--- config.mk ---
export PLATFORM = sky130hd
export DESIGN_NAME = irf_top
export DESIGN_NICKNAME = d
export VERILOG_FILES = /design/src/inc/irf_pkg.sv /design/src/logic/irf_edge_det.sv /design/src/logic/irf_top.sv
export SDC_FILE = /design/constraint.sdc
export NUM_CORES = 1
export LEC_CHECK = 0
export BUFFER_PORTS_ARGS = -buffer_cell sky130_fd_sc_hd__buf_2
export CAP_MARGIN = 20
export CORE_UTILIZATION = 40
export DETAILED_ROUTE_END_ITERATION = 10
export PLACE_DENSITY_LB_ADDON = 0.1
export SLEW_MARGIN = 0
export SYNTH_ARGS = -nofsm -noshare
export SYNTH_HDL_FRONTEND = slang
export SYNTH_SLANG_ARGS = --single-unit
--- constraint.sdc ---
create_clock -name mclk -period 3.6 [get_ports mclk]
set_clock_uncertainty 0.15 [all_clocks]
set_input_delay 0.36 -clock mclk [delete_from_list [all_inputs] [get_ports mclk]]
set_output_delay 0.36 -clock mclk [all_outputs]
set_load 0.05 [all_outputs]
--- src/inc/irf_pkg.sv ---
package irf_pkg;
  // ************************************************************
  // register map, byte addresses on the avalon word bus
  // ************************************************************
  localparam logic [3:0] IRF_OFS_TSP = 4'h0;
  localparam logic [3:0] IRF_OFS_PER = 4'h4;
  localparam logic [3:0] IRF_OFS_WKP = 4'h8;
  localparam logic [3:0] IRF_OFS_CTL = 4'hc;

  // ************************************************************
  // field positions
  // ************************************************************
  localparam int IRF_TSP_TA = 7;
  localparam int IRF_TSP_S1 = 6;
  localparam int IRF_TSP_FIX = 5;
  localparam int IRF_PER_DT = 7;
  localparam int IRF_PER_AD = 6;
  localparam int IRF_PER_RSV = 5;
  localparam int IRF_PER_TG = 4;
  localparam int IRF_PER_TFH = 3;
  localparam int IRF_PER_TFL = 2;
  localparam int IRF_PER_TC = 1;
  localparam int IRF_PER_EC = 0;
  // control register: [4:0] pin edge select, [15:8] wakeup edge select
  localparam int IRF_CTL_PES_LSB = 0;
  localparam int IRF_CTL_WES_LSB = 8;

  // ************************************************************
  // reset values
  // ************************************************************
  localparam logic [7:0] IRF_RST_FLAGS = 8'h00;
  localparam logic [4:0] IRF_RST_PES = 5'h00;
  localparam logic [7:0] IRF_RST_WES = 8'h00;
  localparam logic [7:0] IRF_CNT_MAX = 8'hff;
  localparam logic [7:0] IRF_CNT_ZERO = 8'h00;

  // peripheral event inputs, one-cycle or level as named
  typedef struct packed {
    logic [7:0] interval_count;
    logic serial_one_done;
    logic sleep_exec;
    logic direct_transfer_on;
    logic converter_start_flag;
    logic timer_g_capture_edge;
    logic timer_g_overflow;
    logic overflow_irq_enable;
    logic timer_f_16bit_mode;
    logic [7:0] timer_f_count_high;
    logic [7:0] timer_f_count_low;
    logic [7:0] timer_f_compare_high;
    logic [7:0] timer_f_compare_low;
    logic [7:0] timer_c_count;
    logic event_16bit_mode;
    logic event_count_high_ovf;
    logic event_count_low_ovf;
  } irf_periph_t;
endpackage : irf_pkg

--- src/logic/irf_edge_det.sv ---
`timescale 1ns/1ps
`default_nettype none
// edge detector per pin: sel 0 falling, 1 rising, gated by enable
module irf_edge_det #(
  parameter int N = 8
) (
  input wire logic mclk,
  input wire logic rst_n,
  input wire logic [N-1:0] pin,
  input wire logic [N-1:0] pin_en,
  input wire logic [N-1:0] sel,
  output logic [N-1:0] hit
);
  logic [N-1:0] prev;
  logic [N-1:0] next_prev;

  always_comb begin
    next_prev = pin;
  end

  always_ff @(posedge mclk) begin
    if (!rst_n) begin
      prev <= '1;
    end else begin
      prev <= next_prev;
    end
  end

  genvar i;
  generate
    for (i = 0; i < N; i++) begin : g_bit
      assign hit[i] = pin_en[i] & (sel[i] ? (pin[i] & ~prev[i])
                                          : (~pin[i] & prev[i]));
    end
  endgenerate
endmodule : irf_edge_det
`default_nettype wire

--- src/logic/irf_top.sv ---
// Function
// - software writes may only clear flags, except second register bit 5, which takes the written value
// - acceptance never clears a flag
// - interval counter wrap sets its flag
// - serial one transfer done sets flag
// - first register bit 5 reads one
// - enabled external pin edge sets flag
// - second register bit 5 plain storage
// - sleep with direct transfer on sets
// - converter busy falling sets flag
// - capture edge or enabled overflow sets
// - timer f high match sets in 8-bit mode, full 16-bit match in 16-bit mode
// - timer f low match, 8-bit mode
// - timer c wrap either way sets
// - event counter overflow per mode sets
// - enabled wakeup pin edge sets flag
// - wakeup flags clear only by zero
// - pin edge select, zero means falling
// - wakeup edge select, resets to falling
//
// The implementer's own choices: the Avalon-MM interface to the registers and the register addresses.
`timescale 1ns/1ps
`default_nettype none
module irf_top
  import irf_pkg::*;
#(
  parameter int PINS = 5,
  parameter int WAKES = 8
) (
  input wire logic mclk,
  input wire logic rst_n,
  input wire logic [3:0] avs_address,
  input wire logic avs_read,
  input wire logic avs_write,
  input wire logic [31:0] avs_writedata,
  input wire logic [3:0] avs_byteenable,
  output logic [31:0] avs_readdata,
  output logic avs_waitrequest,
  input wire irf_periph_t periph,
  input wire logic [PINS-1:0] external_request_pin,
  input wire logic [PINS-1:0] external_pin_enable,
  input wire logic [WAKES-1:0] wakeup_pin,
  input wire logic [WAKES-1:0] wakeup_pin_enable,
  output logic [7:0] timer_serial_pin_flags,
  output logic [7:0] peripheral_flags,
  output logic [7:0] wakeup_flags
);
  // ************************************************************
  // state
  // ************************************************************
  logic [7:0] timer_serial_pin_request_flags;
  logic [7:0] peripheral_request_flags;
  logic [7:0] wakeup_request_flags;
  logic [PINS-1:0] pin_edge_select;
  logic [WAKES-1:0] wakeup_edge_select;
  logic [7:0] prev_interval;
  logic [7:0] prev_timer_c;
  logic prev_converter_start_flag;
  logic acked;
  logic [31:0] rdata;

  logic [7:0] next_tsp;
  logic [7:0] next_per;
  logic [7:0] next_wkp;
  logic [PINS-1:0] next_pes;
  logic [WAKES-1:0] next_wes;
  logic [7:0] next_prev_interval;
  logic [7:0] next_prev_timer_c;
  logic next_prev_converter_start_flag;
  logic next_acked;
  logic [31:0] next_rdata;

  logic [PINS-1:0] pin_hit;
  logic [WAKES-1:0] wake_hit;
  logic [7:0] set_tsp;
  logic [7:0] set_per;
  logic wr_go;
  logic rd_go;
  logic [7:0] wmask;

  // ************************************************************
  // pin edge detection
  // ************************************************************
  irf_edge_det #(.N(PINS)) u_pin_edge (
    .mclk(mclk),
    .rst_n(rst_n),
    .pin(external_request_pin),
    .pin_en(external_pin_enable),
    .sel(pin_edge_select),
    .hit(pin_hit)
  );

  irf_edge_det #(.N(WAKES)) u_wake_edge (
    .mclk(mclk),
    .rst_n(rst_n),
    .pin(wakeup_pin),
    .pin_en(wakeup_pin_enable),
    .sel(wakeup_edge_select),
    .hit(wake_hit)
  );

  // ************************************************************
  // set conditions
  // ************************************************************
  always_comb begin
    set_tsp = 8'h00;
    set_per = 8'h00;
    set_tsp[IRF_TSP_TA] = (prev_interval == IRF_CNT_MAX) &&
                          (periph.interval_count == IRF_CNT_ZERO);
    set_tsp[IRF_TSP_S1] = periph.serial_one_done;
    set_tsp[PINS-1:0] = pin_hit;
    set_per[IRF_PER_DT] = periph.sleep_exec &
                          periph.direct_transfer_on;
    set_per[IRF_PER_AD] = prev_converter_start_flag & ~periph.converter_start_flag;
    set_per[IRF_PER_TG] = periph.timer_g_capture_edge |
                          (periph.timer_g_overflow &
                           periph.overflow_irq_enable);
    if (periph.timer_f_16bit_mode) begin
      set_per[IRF_PER_TFH] =
        ({periph.timer_f_count_high, periph.timer_f_count_low} ==
         {periph.timer_f_compare_high, periph.timer_f_compare_low});
    end else begin
      set_per[IRF_PER_TFH] =
        (periph.timer_f_count_high == periph.timer_f_compare_high);
      set_per[IRF_PER_TFL] =
        (periph.timer_f_count_low == periph.timer_f_compare_low);
    end
    set_per[IRF_PER_TC] =
      ((prev_timer_c == IRF_CNT_MAX) &&
       (periph.timer_c_count == IRF_CNT_ZERO)) ||
      ((prev_timer_c == IRF_CNT_ZERO) &&
       (periph.timer_c_count == IRF_CNT_MAX));
    set_per[IRF_PER_EC] = periph.event_16bit_mode ?
      periph.event_count_high_ovf :
      (periph.event_count_high_ovf | periph.event_count_low_ovf);
  end

  // ************************************************************
  // avalon slave, one wait state on every access
  // ************************************************************
  always_comb begin
    wr_go = avs_write & acked;
    // capture on the first request cycle so data stands with waitrequest low
    rd_go = avs_read & ~acked;
    next_acked = (avs_read | avs_write) & ~acked;
    wmask = avs_byteenable[0] ? avs_writedata[7:0] : 8'hff;
  end

  // ************************************************************
  // flag and control next state
  // ************************************************************
  always_comb begin
    next_tsp = timer_serial_pin_request_flags;
    next_per = peripheral_request_flags;
    next_wkp = wakeup_request_flags;
    next_pes = pin_edge_select;
    next_wes = wakeup_edge_select;
    next_prev_interval = periph.interval_count;
    next_prev_timer_c = periph.timer_c_count;
    next_prev_converter_start_flag = periph.converter_start_flag;
    if (wr_go) begin
      unique case (avs_address)
        IRF_OFS_TSP: next_tsp = next_tsp & wmask;
        IRF_OFS_PER: begin
          next_per = next_per & wmask;
          if (avs_byteenable[0]) begin
            next_per[IRF_PER_RSV] = avs_writedata[IRF_PER_RSV];
          end
        end
        IRF_OFS_WKP: next_wkp = next_wkp & wmask;
        IRF_OFS_CTL: begin
          if (avs_byteenable[0]) begin
            next_pes = avs_writedata[IRF_CTL_PES_LSB +: PINS];
          end
          if (avs_byteenable[1]) begin
            next_wes = avs_writedata[IRF_CTL_WES_LSB +: WAKES];
          end
        end
        default: ;
      endcase
    end
    // set wins over a simultaneous clear; nothing clears on acceptance
    next_tsp = next_tsp | set_tsp;
    next_per = next_per | set_per;
    next_wkp = next_wkp | 8'(wake_hit);
    next_tsp[IRF_TSP_FIX] = 1'b1;
  end

  always_comb begin
    next_rdata = 32'h0000_0000;
    if (rd_go) begin
      unique case (avs_address)
        IRF_OFS_TSP: next_rdata[7:0] = timer_serial_pin_request_flags;
        IRF_OFS_PER: next_rdata[7:0] = peripheral_request_flags;
        IRF_OFS_WKP: next_rdata[7:0] = wakeup_request_flags;
        IRF_OFS_CTL: begin
          next_rdata[IRF_CTL_PES_LSB +: PINS] = pin_edge_select;
          next_rdata[IRF_CTL_WES_LSB +: WAKES] = wakeup_edge_select;
        end
        default: next_rdata = 32'h0000_0000;
      endcase
    end
  end

  // ************************************************************
  // registers
  // ************************************************************
  always_ff @(posedge mclk) begin
    if (!rst_n) begin
      timer_serial_pin_request_flags <= IRF_RST_FLAGS;
      peripheral_request_flags <= IRF_RST_FLAGS;
      wakeup_request_flags <= IRF_RST_FLAGS;
      pin_edge_select <= IRF_RST_PES[PINS-1:0];
      wakeup_edge_select <= IRF_RST_WES[WAKES-1:0];
      prev_interval <= IRF_CNT_ZERO;
      prev_timer_c <= IRF_CNT_ZERO;
      prev_converter_start_flag <= 1'b0;
      acked <= 1'b0;
      rdata <= 32'h0000_0000;
      timer_serial_pin_flags <= IRF_RST_FLAGS;
      peripheral_flags <= IRF_RST_FLAGS;
      wakeup_flags <= IRF_RST_FLAGS;
    end else begin
      timer_serial_pin_request_flags <= next_tsp;
      peripheral_request_flags <= next_per;
      wakeup_request_flags <= next_wkp;
      pin_edge_select <= next_pes;
      wakeup_edge_select <= next_wes;
      prev_interval <= next_prev_interval;
      prev_timer_c <= next_prev_timer_c;
      prev_converter_start_flag <= next_prev_converter_start_flag;
      acked <= next_acked;
      rdata <= next_rdata;
      timer_serial_pin_flags <= next_tsp;
      peripheral_flags <= next_per;
      wakeup_flags <= next_wkp;
    end
  end

  always_comb begin
    avs_readdata = rdata;
  end

  // waitrequest is the registered inverse of the one-wait-state ack
  logic wait_q;
  always_ff @(posedge mclk) begin
    if (!rst_n) begin
      wait_q <= 1'b1;
    end else begin
      wait_q <= ~next_acked;
    end
  end

  always_comb begin
    avs_waitrequest = wait_q;
  end
endmodule : irf_top
`default_nettype wire

==> flow_metrics.env, run 1 <==
export IMPL_status="finished clean"
export IMPL_drt_initial_drc_count=111
export IMPL_critPathArrivalTime_ps=1860
export IMPL_clockBufferDepth=2
export IMPL_ant_nets=0
export IMPL_met2WireLength_um=4230
export IMPL_dp_hpwl_um=6560
export IMPL_fp_dieW_um=94.9
export IMPL_synth_most_common_cell="dfxtp_1"
export IMPL_finalSetupViolCount=0
export IMPL_row_count=33
export IMPL_hold_ws_ps=44.5
export IMPL_cp_required_ps=3690
export IMPL_routedWlPerCell_um=13.8
export IMPL_rsz0062_at_grt="no"
export IMPL_maxSlewHeadroom=0.477
export IMPL_cts_setup_buffers=0
export IMPL_antenna_cells=0
export IMPL_synth_area_per_cell_um2=9.45
export IMPL_yosysTopAreaCellShare=0.493
export IMPL_htreeDepth=3
export IMPL_synth_edf_count=0
export IMPL_drt_drc_violations_left=0
export IMPL_synth_async_reset_ratio=0
export IMPL_io_buffers=151
export IMPL_synth_area_leaders="dfxtp_1, mux2i_1, o21ai_0"
export IMPL_clock_sinks=85
export IMPL_tightest_slew_ps=778
export IMPL_setup_tns_ps=0
export IMPL_multiInputGateArea_um2=1630
export IMPL_die_area_um2=9000
export IMPL_fin_nets=648
export IMPL_ys_flop_type="dfxtp_1"
export IMPL_route_met3_wl_um=507
export IMPL_drive_gt1_frac=0.334
export IMPL_num_fill_cells=829
export IMPL_die_y_um=94.9
export IMPL_power_density_nw_per_um2=442
export IMPL_netlist_area_um2=3450
export IMPL_first_pass_iters=4
export IMPL_dpl_worst_slack_ps=1400
export IMPL_num_vias=3055
export IMPL_seq_area_frac_synth=0.493
export IMPL_coreArea_um2=8300
export IMPL_synth_top_cells_by_count="dfxtp_1, nor2_1, o21ai_0, a21oi_1, and2_1"
export IMPL_grt_overflow_total=0
export IMPL_fin_crit_sh=0.493
export IMPL_root_buffer="clkbuf_8"
export IMPL_worstHoldPathType="in2reg"
export IMPL_p_leak_nw=2.00
export IMPL_worst_slack_ps=1830
export IMPL_path_clk_slew_ps=90
export IMPL_grt_max_degree=34
export IMPL_ctsHoldBuffers=0
export IMPL_hold_viol=0
export IMPL_area_growth_pct=29.2
export IMPL_finalWirelength_um=8690
export IMPL_synth_seq_cells=85
export IMPL_fmax_mhz=564
export IMPL_globalRouteTotalUtil=0.203
export IMPL_io_pins=186
export IMPL_highest_layer="met4"
export IMPL_antenna_found_initial=0
export IMPL_maxCapViolCount=0
export IMPL_regArea_um2=1700
export IMPL_grt_pass1_vias=2947
export IMPL_start_kind="primary input"
export IMPL_ys_warn_count=0
export IMPL_cp_end_kind="flop"
export IMPL_fin_util=0.537
export IMPL_syn_inst=365
export IMPL_ctsResizeCount=0
export IMPL_gp_congestion=0.743
export IMPL_yosysTopAreaCell="dfxtp_1"
export IMPL_cts_tree="done"
export IMPL_wl_met1_um=3860
export IMPL_fin_crit_ps=1770
export IMPL_clock_latency_ps=350
export IMPL_numCtsBuffers=9
export IMPL_synth_distinct_cells=32
export IMPL_grt_pass1_wl_um=13800
export IMPL_start_util=0.416
export IMPL_drv_slew=0
export IMPL_critical_path_peak_fanout=14
export IMPL_criticalPathCategory="in2reg"
export IMPL_avgViaCountPerCell=4.86
export IMPL_ir_drop_v=0.000233
-- layout by cell type (no fill, tap or decap) --
master and n:
nor3_1 1, clkinvlp_4 1, nor4_4 1, a211oi_1 1, nand2_1 17, buf_2 151, and2_1 25, conb_1 16
or4b_1 1, and3_1 1, nand3_1 6, nor2b_1 7, o21ai_0 33, a31oi_1 1, nand3b_1 1, clkinv_4 1
nand4_1 7, nor4_1 10, a21oi_1 28, clkinv_1 1, buf_4 2, bufinv_16 1, nor3b_1 13, dfxtp_1 85
xor2_1 16, o21ai_1 2, inv_6 4, o31a_1 1, nand2b_1 17, clkbuf_8 9, mux4_2 5, inv_1 3
or4_1 3, nor2_1 36, mux2i_1 17
-- stage by stage --
stage | power [mW] | cell area, um^2 | instances
finish | 1.97 | 4460 | 629
global route | 2.06 | 4460 | 629
CTS | 1.99 | 4460 | 629
detailed placement | 1.29 | 4250 | 613
global placement | 1.29 | 4250 | 613
floorplan | 1.20 | 3510 | 380
-- routing by layer --
layer / up-vias / track usage
li1: 1538 / -
met1: 1410 / 0.250
met2: 97 / 0.346
met3: 10 / 0.0483
met4: 0 / 0.0707
met5: - / 0
-- cell type report --
class                           count  share of cell area
Sequential cell                    85               0.382
Multi-Input combinational cell    266               0.366
Timing Repair Buffer              153               0.173
Tap cell                          105              0.0295
Clock buffer                        9              0.0278
Clock inverter                      7              0.0182
Inverter                            4             0.00337
-- worst paths after layout --
kind	startpoint	end	slack, ps	cells past startpoint
hold / removal	periph[43]	peripheral_request_flags[3]	40	2
setup reg to reg	acked	pin_edge_select[3]	1870	4
setup / recovery	avs_address[2]	wakeup_edge_select[6]	1830	5
hold reg to reg	prev_converter_start_flag	peripheral_request_flags[6]	320	2
-- flip-flops by register name (all words and copies together) (netlist names), named ones only --
signal and flops:
avs_readdata 16, prev_interval 8, prev_timer_c 8, timer_serial_pin_request_flags 8, u_wake_edge.prev 8, wakeup_edge_select 8
wakeup_request_flags 8, peripheral_request_flags 7, pin_edge_select 5, u_pin_edge.prev 5, acked 1, avs_waitrequest 1
prev_converter_start_flag 1
-- critical path, stage by stage --
cell and delay [ps]:
buf_2 310, nand2_1 170, nor4_4 680, mux2i_1 270, nor2_1 50
-- report_power, final --
group / total, mW / leakage [nW] / switching, mW / internal (mW)
Clock: 0.702 / 0.101 / 0.370 / 0.332
Combinational: 0.277 / 1.20 / 0.178 / 0.0994
Sequential: 0.992 / 0.698 / 0.0173 / 0.974
-- logic make-up (layout without fill, tap and decap cells) --
logic type,count (synthesis),in the layout,share of synthesized area
multiplexers,22,22,0.0820
AO/OA/AOI/OAI,66,66,0.0979
flip-flops,85,85,0.493
AND/OR/NAND/NOR,146,146,0.235
XOR/XNOR,16,16,0.0406
other,1,16,0.00109
buffers and inverters,29,173,0.0497
Note: power is estimated with default switching activity, not from simulation.
==> run 2, diff against run 1 <==
- clock period: 3.6 -> 1.66 ns (I/O delays scaled with it)
==> flow_metrics.env, run 2 (synthesis gave the netlist of run 1 again) <==
export IMPL_status="finished clean"
export IMPL_num_fill_cells=740
export IMPL_fin_util=0.631
export IMPL_critPathSlowestCell="dlygate4sd3_1"
export IMPL_setup_tns_ps=0
export IMPL_grt_pass1_wl_um=15000
export IMPL_fin_cells=704
export IMPL_hold_ws_ps=5.64
export IMPL_grt_pass1_vias=3265
export IMPL_start_kind="flop"
export IMPL_pwr_share_comb=0.166
export IMPL_clock_sinks=85
export IMPL_area_growth_pct=51.8
export IMPL_critical_path_peak_fanout=4
export IMPL_hold_viol=0
export IMPL_gp_congestion=0.765
export IMPL_rsz0062_at_grt="no"
export IMPL_ant_nets=0
export IMPL_fin_crit_sh=0.898
export IMPL_criticalPathCategory="reg2reg"
export IMPL_dp_hpwl_um=6660
export IMPL_drt_initial_drc_count=61
export IMPL_p_leak_nw=2.35
export IMPL_largest_reg_flops=16
export IMPL_io_pins=186
export IMPL_cp_required_ps=1810
export IMPL_p_clk_frac=0.355
export IMPL_crit_family="buffers and inverters"
export IMPL_total_power_mw=4.50
export IMPL_routedWlPerCell_um=13.5
export IMPL_root_buffer="clkbuf_8"
export IMPL_first_pass_iters=4
export IMPL_num_vias=3357
export IMPL_clockBufferDepth=2
export IMPL_worstHoldPathType="in2reg"
export IMPL_path_clk_slew_ps=80
export IMPL_final_common_cell="buf_2"
export IMPL_globalRouteTotalUtil=0.221
export IMPL_cp_cell_sequence="nor2b_1 -> o21ai_0 -> dlygate4sd3_1 -> inv_1"
export IMPL_start_util=0.416
export IMPL_drv_slew=0
export IMPL_fp_dieW_um=94.9
export IMPL_numCtsBuffers=9
export IMPL_fmax_mhz=671
export IMPL_drt_drc_violations_left=0
export IMPL_critPathBufInv=2
export IMPL_htreeDepth=3
export IMPL_clock_latency_ps=350
export IMPL_drive_gt1_frac=0.319
export IMPL_switching_power_mw=1.20
export IMPL_grt_overflow_total=0
export IMPL_dp_cells=626
export IMPL_die_area_um2=9000
export IMPL_antenna_found_initial=0
export IMPL_cp_slowest_stage_delay_ps=580
export IMPL_p_int_mw=3.30
export IMPL_power_density_nw_per_um2=859
export IMPL_cts_tree="done"
export IMPL_antenna_cells=0
export IMPL_finalWirelength_um=9540
export IMPL_avgViaCountPerCell=4.77
export IMPL_layout_common_cells="buf_2, dfxtp_1, dlygate4sd3_1"
export IMPL_fin_crit_ps=1490
export IMPL_swShare=0.266
export IMPL_row_count=33
export IMPL_cp_end_kind="flop"
export IMPL_coreArea_um2=8300
export IMPL_critPathArrivalTime_ps=1640
export IMPL_io_buffers=151
export IMPL_seqPwrFrac=0.479
export IMPL_fin_nets=723
export IMPL_grt_max_degree=33
export IMPL_maxCapViolCount=0
export IMPL_die_y_um=94.9
export IMPL_cts_setup_buffers=0
export IMPL_ir_drop_v=0.000533
export IMPL_finalSetupViolCount=0
## run 2: metal layers
metal,share of wire,routed length [um],GRT usage,vias up
met1,0.43,4100,0.257,1548
met2,0.49,4670,0.389,111
li1,-,-,-,1683
met5,0,0,0,-
met3,0.064,606,0.0644,15
met4,0.017,166,0.0669,0
## run 2: what timing repair did
item | CTS | global route
hold buffers | 63 | 0
gates resized for setup | 0 | 9
hold endpoints to repair | 63 | 0
setup endpoints to repair | 0 | 10
## run 2: cell type report
| cell class | count | area [um^2] | area share |
|---|---|---|---|
| clock inverters | 5 | 83.8 | 0.0160 |
| inverters | 4 | 15.0 | 0.00287 |
| clock buffers | 11 | 131 | 0.0251 |
| multi-input cells | 266 | 1660 | 0.317 |
| well taps | 105 | 131 | 0.0251 |
| repair buffers | 228 | 1510 | 0.289 |
| flip-flops and latches | 85 | 1700 | 0.325 |
## run 2: through the flow
step	instance area, um^2	setup WS (ps)
3_3_place_gp	4360	3.63
4_1_cts	5210	7.66
3_5_place_dp	4360	-1.54
2_1_floorplan	3510	185
6_report	5240	170
5_1_grt	5240	9.23
## run 2: power groups by stage
stage	combinational, mW	clock (mW)	sequential, mW
CTS	0.741	1.63	2.15
finish	0.747	1.60	2.15
global placement	0.614	0	2.20
detailed placement	0.624	0	2.20
global route	0.811	1.72	2.16
floorplan	0.284	0	2.31
## run 2: worst reg2reg max path: stages, from the launching register on
cell and delay [ps]:
dfxtp_1 340, nor2b_1 200, o21ai_0 110, dlygate4sd3_1 580
inv_1 60
## run 2: worst paths after layout
check,start,to,slack [ps],cells past startpoint
max,acked,acked,170,4
max reg2reg,acked,acked,170,4
min,wakeup_pin_enable[4],wakeup_request_flags[4],6,3
min reg2reg,prev_converter_start_flag,peripheral_request_flags[6],330,2
==> run 3, diff against run 2 <==
- CORE_UTILIZATION: 40 -> 45
==> flow_metrics.env, run 3 (synthesis gave the netlist of run 1 again) <==
export IMPL_grt_max_degree=36
export IMPL_largest_reg_flops=16
export IMPL_layout_common_cells="buf_2, dfxtp_1, dlygate4sd3_1"
export IMPL_swShare=0.261
export IMPL_die_y_um=89.6
export IMPL_dp_hpwl_um=6580
export IMPL_root_buffer="clkbuf_8"
export IMPL_critPathSlowestCell="dlygate4sd3_1"
export IMPL_num_vias=3435
export IMPL_cp_cell_sequence="dlygate4sd3_1 -> or4_4 -> nor4_4 -> a31oi_1 -> a21oi_1"
export IMPL_coreArea_um2=7330
export IMPL_drv_slew=0
export IMPL_antenna_cells=0
export IMPL_worstHoldStart="periph[10]"
export IMPL_drt_drc_violations_left=0
export IMPL_multiInputGateArea_um2=1660
export IMPL_die_area_um2=8020
export IMPL_crit_cells=5
export IMPL_fin_crit_sh=0.953
export IMPL_r2r_start="acked"
export IMPL_cts_tree="done"
export IMPL_maxCapViolCount=0
export IMPL_antenna_found_initial=0
export IMPL_cp_slowest_stage_delay_ps=570
export IMPL_fp_dieW_um=89.6
export IMPL_grt_pass1_wl_um=15300
export IMPL_row_count=31
export IMPL_r2r_end="peripheral_request_flags[2]"
export IMPL_crit_family="simple AND/OR/NAND/NOR gates"
export IMPL_critPathBufInv=1
export IMPL_io_pins=186
export IMPL_grt_overflow_total=0
export IMPL_htreeDepth=3
export IMPL_hold_ws_ps=25.1
export IMPL_rsz0062_at_grt="no"
export IMPL_hold_viol=0
export IMPL_drive_gt1_frac=0.313
export IMPL_area_growth_pct=52.5
export IMPL_worstHoldPathType="in2reg"
export IMPL_io_buffers=151
export IMPL_p_clk_frac=0.356
export IMPL_critPathArrivalTime_ps=1720
export IMPL_globalRouteTotalUtil=0.256
export IMPL_switching_power_mw=1.18
export IMPL_p_int_mw=3.34
export IMPL_gp_congestion=0.770
export IMPL_critPathLaunch="periph[8]"
export IMPL_criticalPathCategory="in2reg"
export IMPL_drt_initial_drc_count=106
export IMPL_avgViaCountPerCell=4.91
export IMPL_routedWlPerCell_um=14.1
export IMPL_start_util=0.471
export IMPL_num_fill_cells=572
export IMPL_crit_end="peripheral_request_flags[1]"
export IMPL_clockBufferDepth=2
export IMPL_r2r_cells=4
export IMPL_fin_nets=724
export IMPL_ant_nets=0
export IMPL_grt_pass1_vias=3441
export IMPL_fin_crit_ps=1580
export IMPL_p_leak_nw=2.38
export IMPL_critical_path_peak_fanout=3
export IMPL_fmax_mhz=632
export IMPL_setup_tns_ps=0
export IMPL_cp_end_kind="flop"
export IMPL_status="finished clean"
export IMPL_path_clk_slew_ps=80
export IMPL_cp_required_ps=1800
export IMPL_start_kind="primary input"
export IMPL_seqPwrFrac=0.476
export IMPL_first_pass_iters=4
export IMPL_finalWirelength_um=9860
export IMPL_reg2reg_slack_ps=120
export IMPL_regArea_um2=1700
export IMPL_ir_drop_v=0.000653
export IMPL_numCtsBuffers=9
export IMPL_clock_sinks=85
export IMPL_final_common_cell="buf_2"
export IMPL_finalSetupViolCount=0
export IMPL_clock_latency_ps=350
export IMPL_pwr_share_comb=0.167
export IMPL_power_density_nw_per_um2=859
-- run 3: changes by cell type in the layout (fill, tap and decap cells not counted), moves of 2 or more --
cell,previous run,this run
dlygate4sd3_1,60,64
buf_2,150,146
clkinvlp_4,2,0
buf_4,14,16
-- run 3: worst min-delay path by stage --
stage | slack (ps) | depth (start not counted) | to
after floorplan | 40 | 0 | timer_serial_pin_request_flags[5]
after global placement | 200 | 2 | peripheral_request_flags[3]
after detailed placement | 210 | 2 | peripheral_request_flags[3]
after CTS | 2 | 3 | wakeup_request_flags[7]
after global routing | 30 | 3 | wakeup_request_flags[1]
final | 30 | 2 | prev_timer_c[7]
-- run 3: final cells by class --
type                    instances  share of cell area
clock inverters                 5              0.0157
flip-flops and latches         85               0.323
clock buffers                  11              0.0269
multi-input cells             266               0.316
well taps                      99              0.0235
repair buffers                229               0.292
inverters                       4             0.00285
-- run 3: power groups by stage --
stage | clock (mW) | combinational [mW] | sequential, mW
floorplan | 0 | 0.284 | 2.31
global placement | 0 | 0.611 | 2.20
detailed placement | 0 | 0.623 | 2.20
CTS | 1.65 | 0.740 | 2.15
global route | 1.73 | 0.816 | 2.16
finish | 1.61 | 0.756 | 2.15
-- run 3: repair_timing --
item / in CTS / in global routing
hold buffers: 64 / 2
resized for setup: 0 / 7
endpoints found under the setup margin: 0 / 3
endpoints found under the hold margin: 63 / 2
buffers inserted: 0 / 0
-- run 3: routing by layer --
metal	track usage	vias up	wire length, um
met2	0.468	129	4970
li1	-	1699	-
met3	0.0729	21	584
met4	0.102	0	206
met1	0.277	1586	4100
met5	0	-	0
-- run 3: stage by stage --
step           area (um^2)  instances  worst slack (ps)  power [mW]   util
3_5_place_dp          4370        622              15.4        2.82  0.596
2_1_floorplan         3510        380               185        2.59      -
4_1_cts               5230        702              16.7        4.54  0.714
6_report              5260        699              78.0        4.52  0.718
3_3_place_gp          4370        622              20.8        2.81  0.596
5_1_grt               5260        699             0.715        4.70  0.718
-- run 3: worst reg2reg max path, cell delays in order, from the launching register on --
cell     delay [ps]
dfxtp_1         370
and3_1          280
nand3_1         280
o21ai_0         240
a21oi_1          80
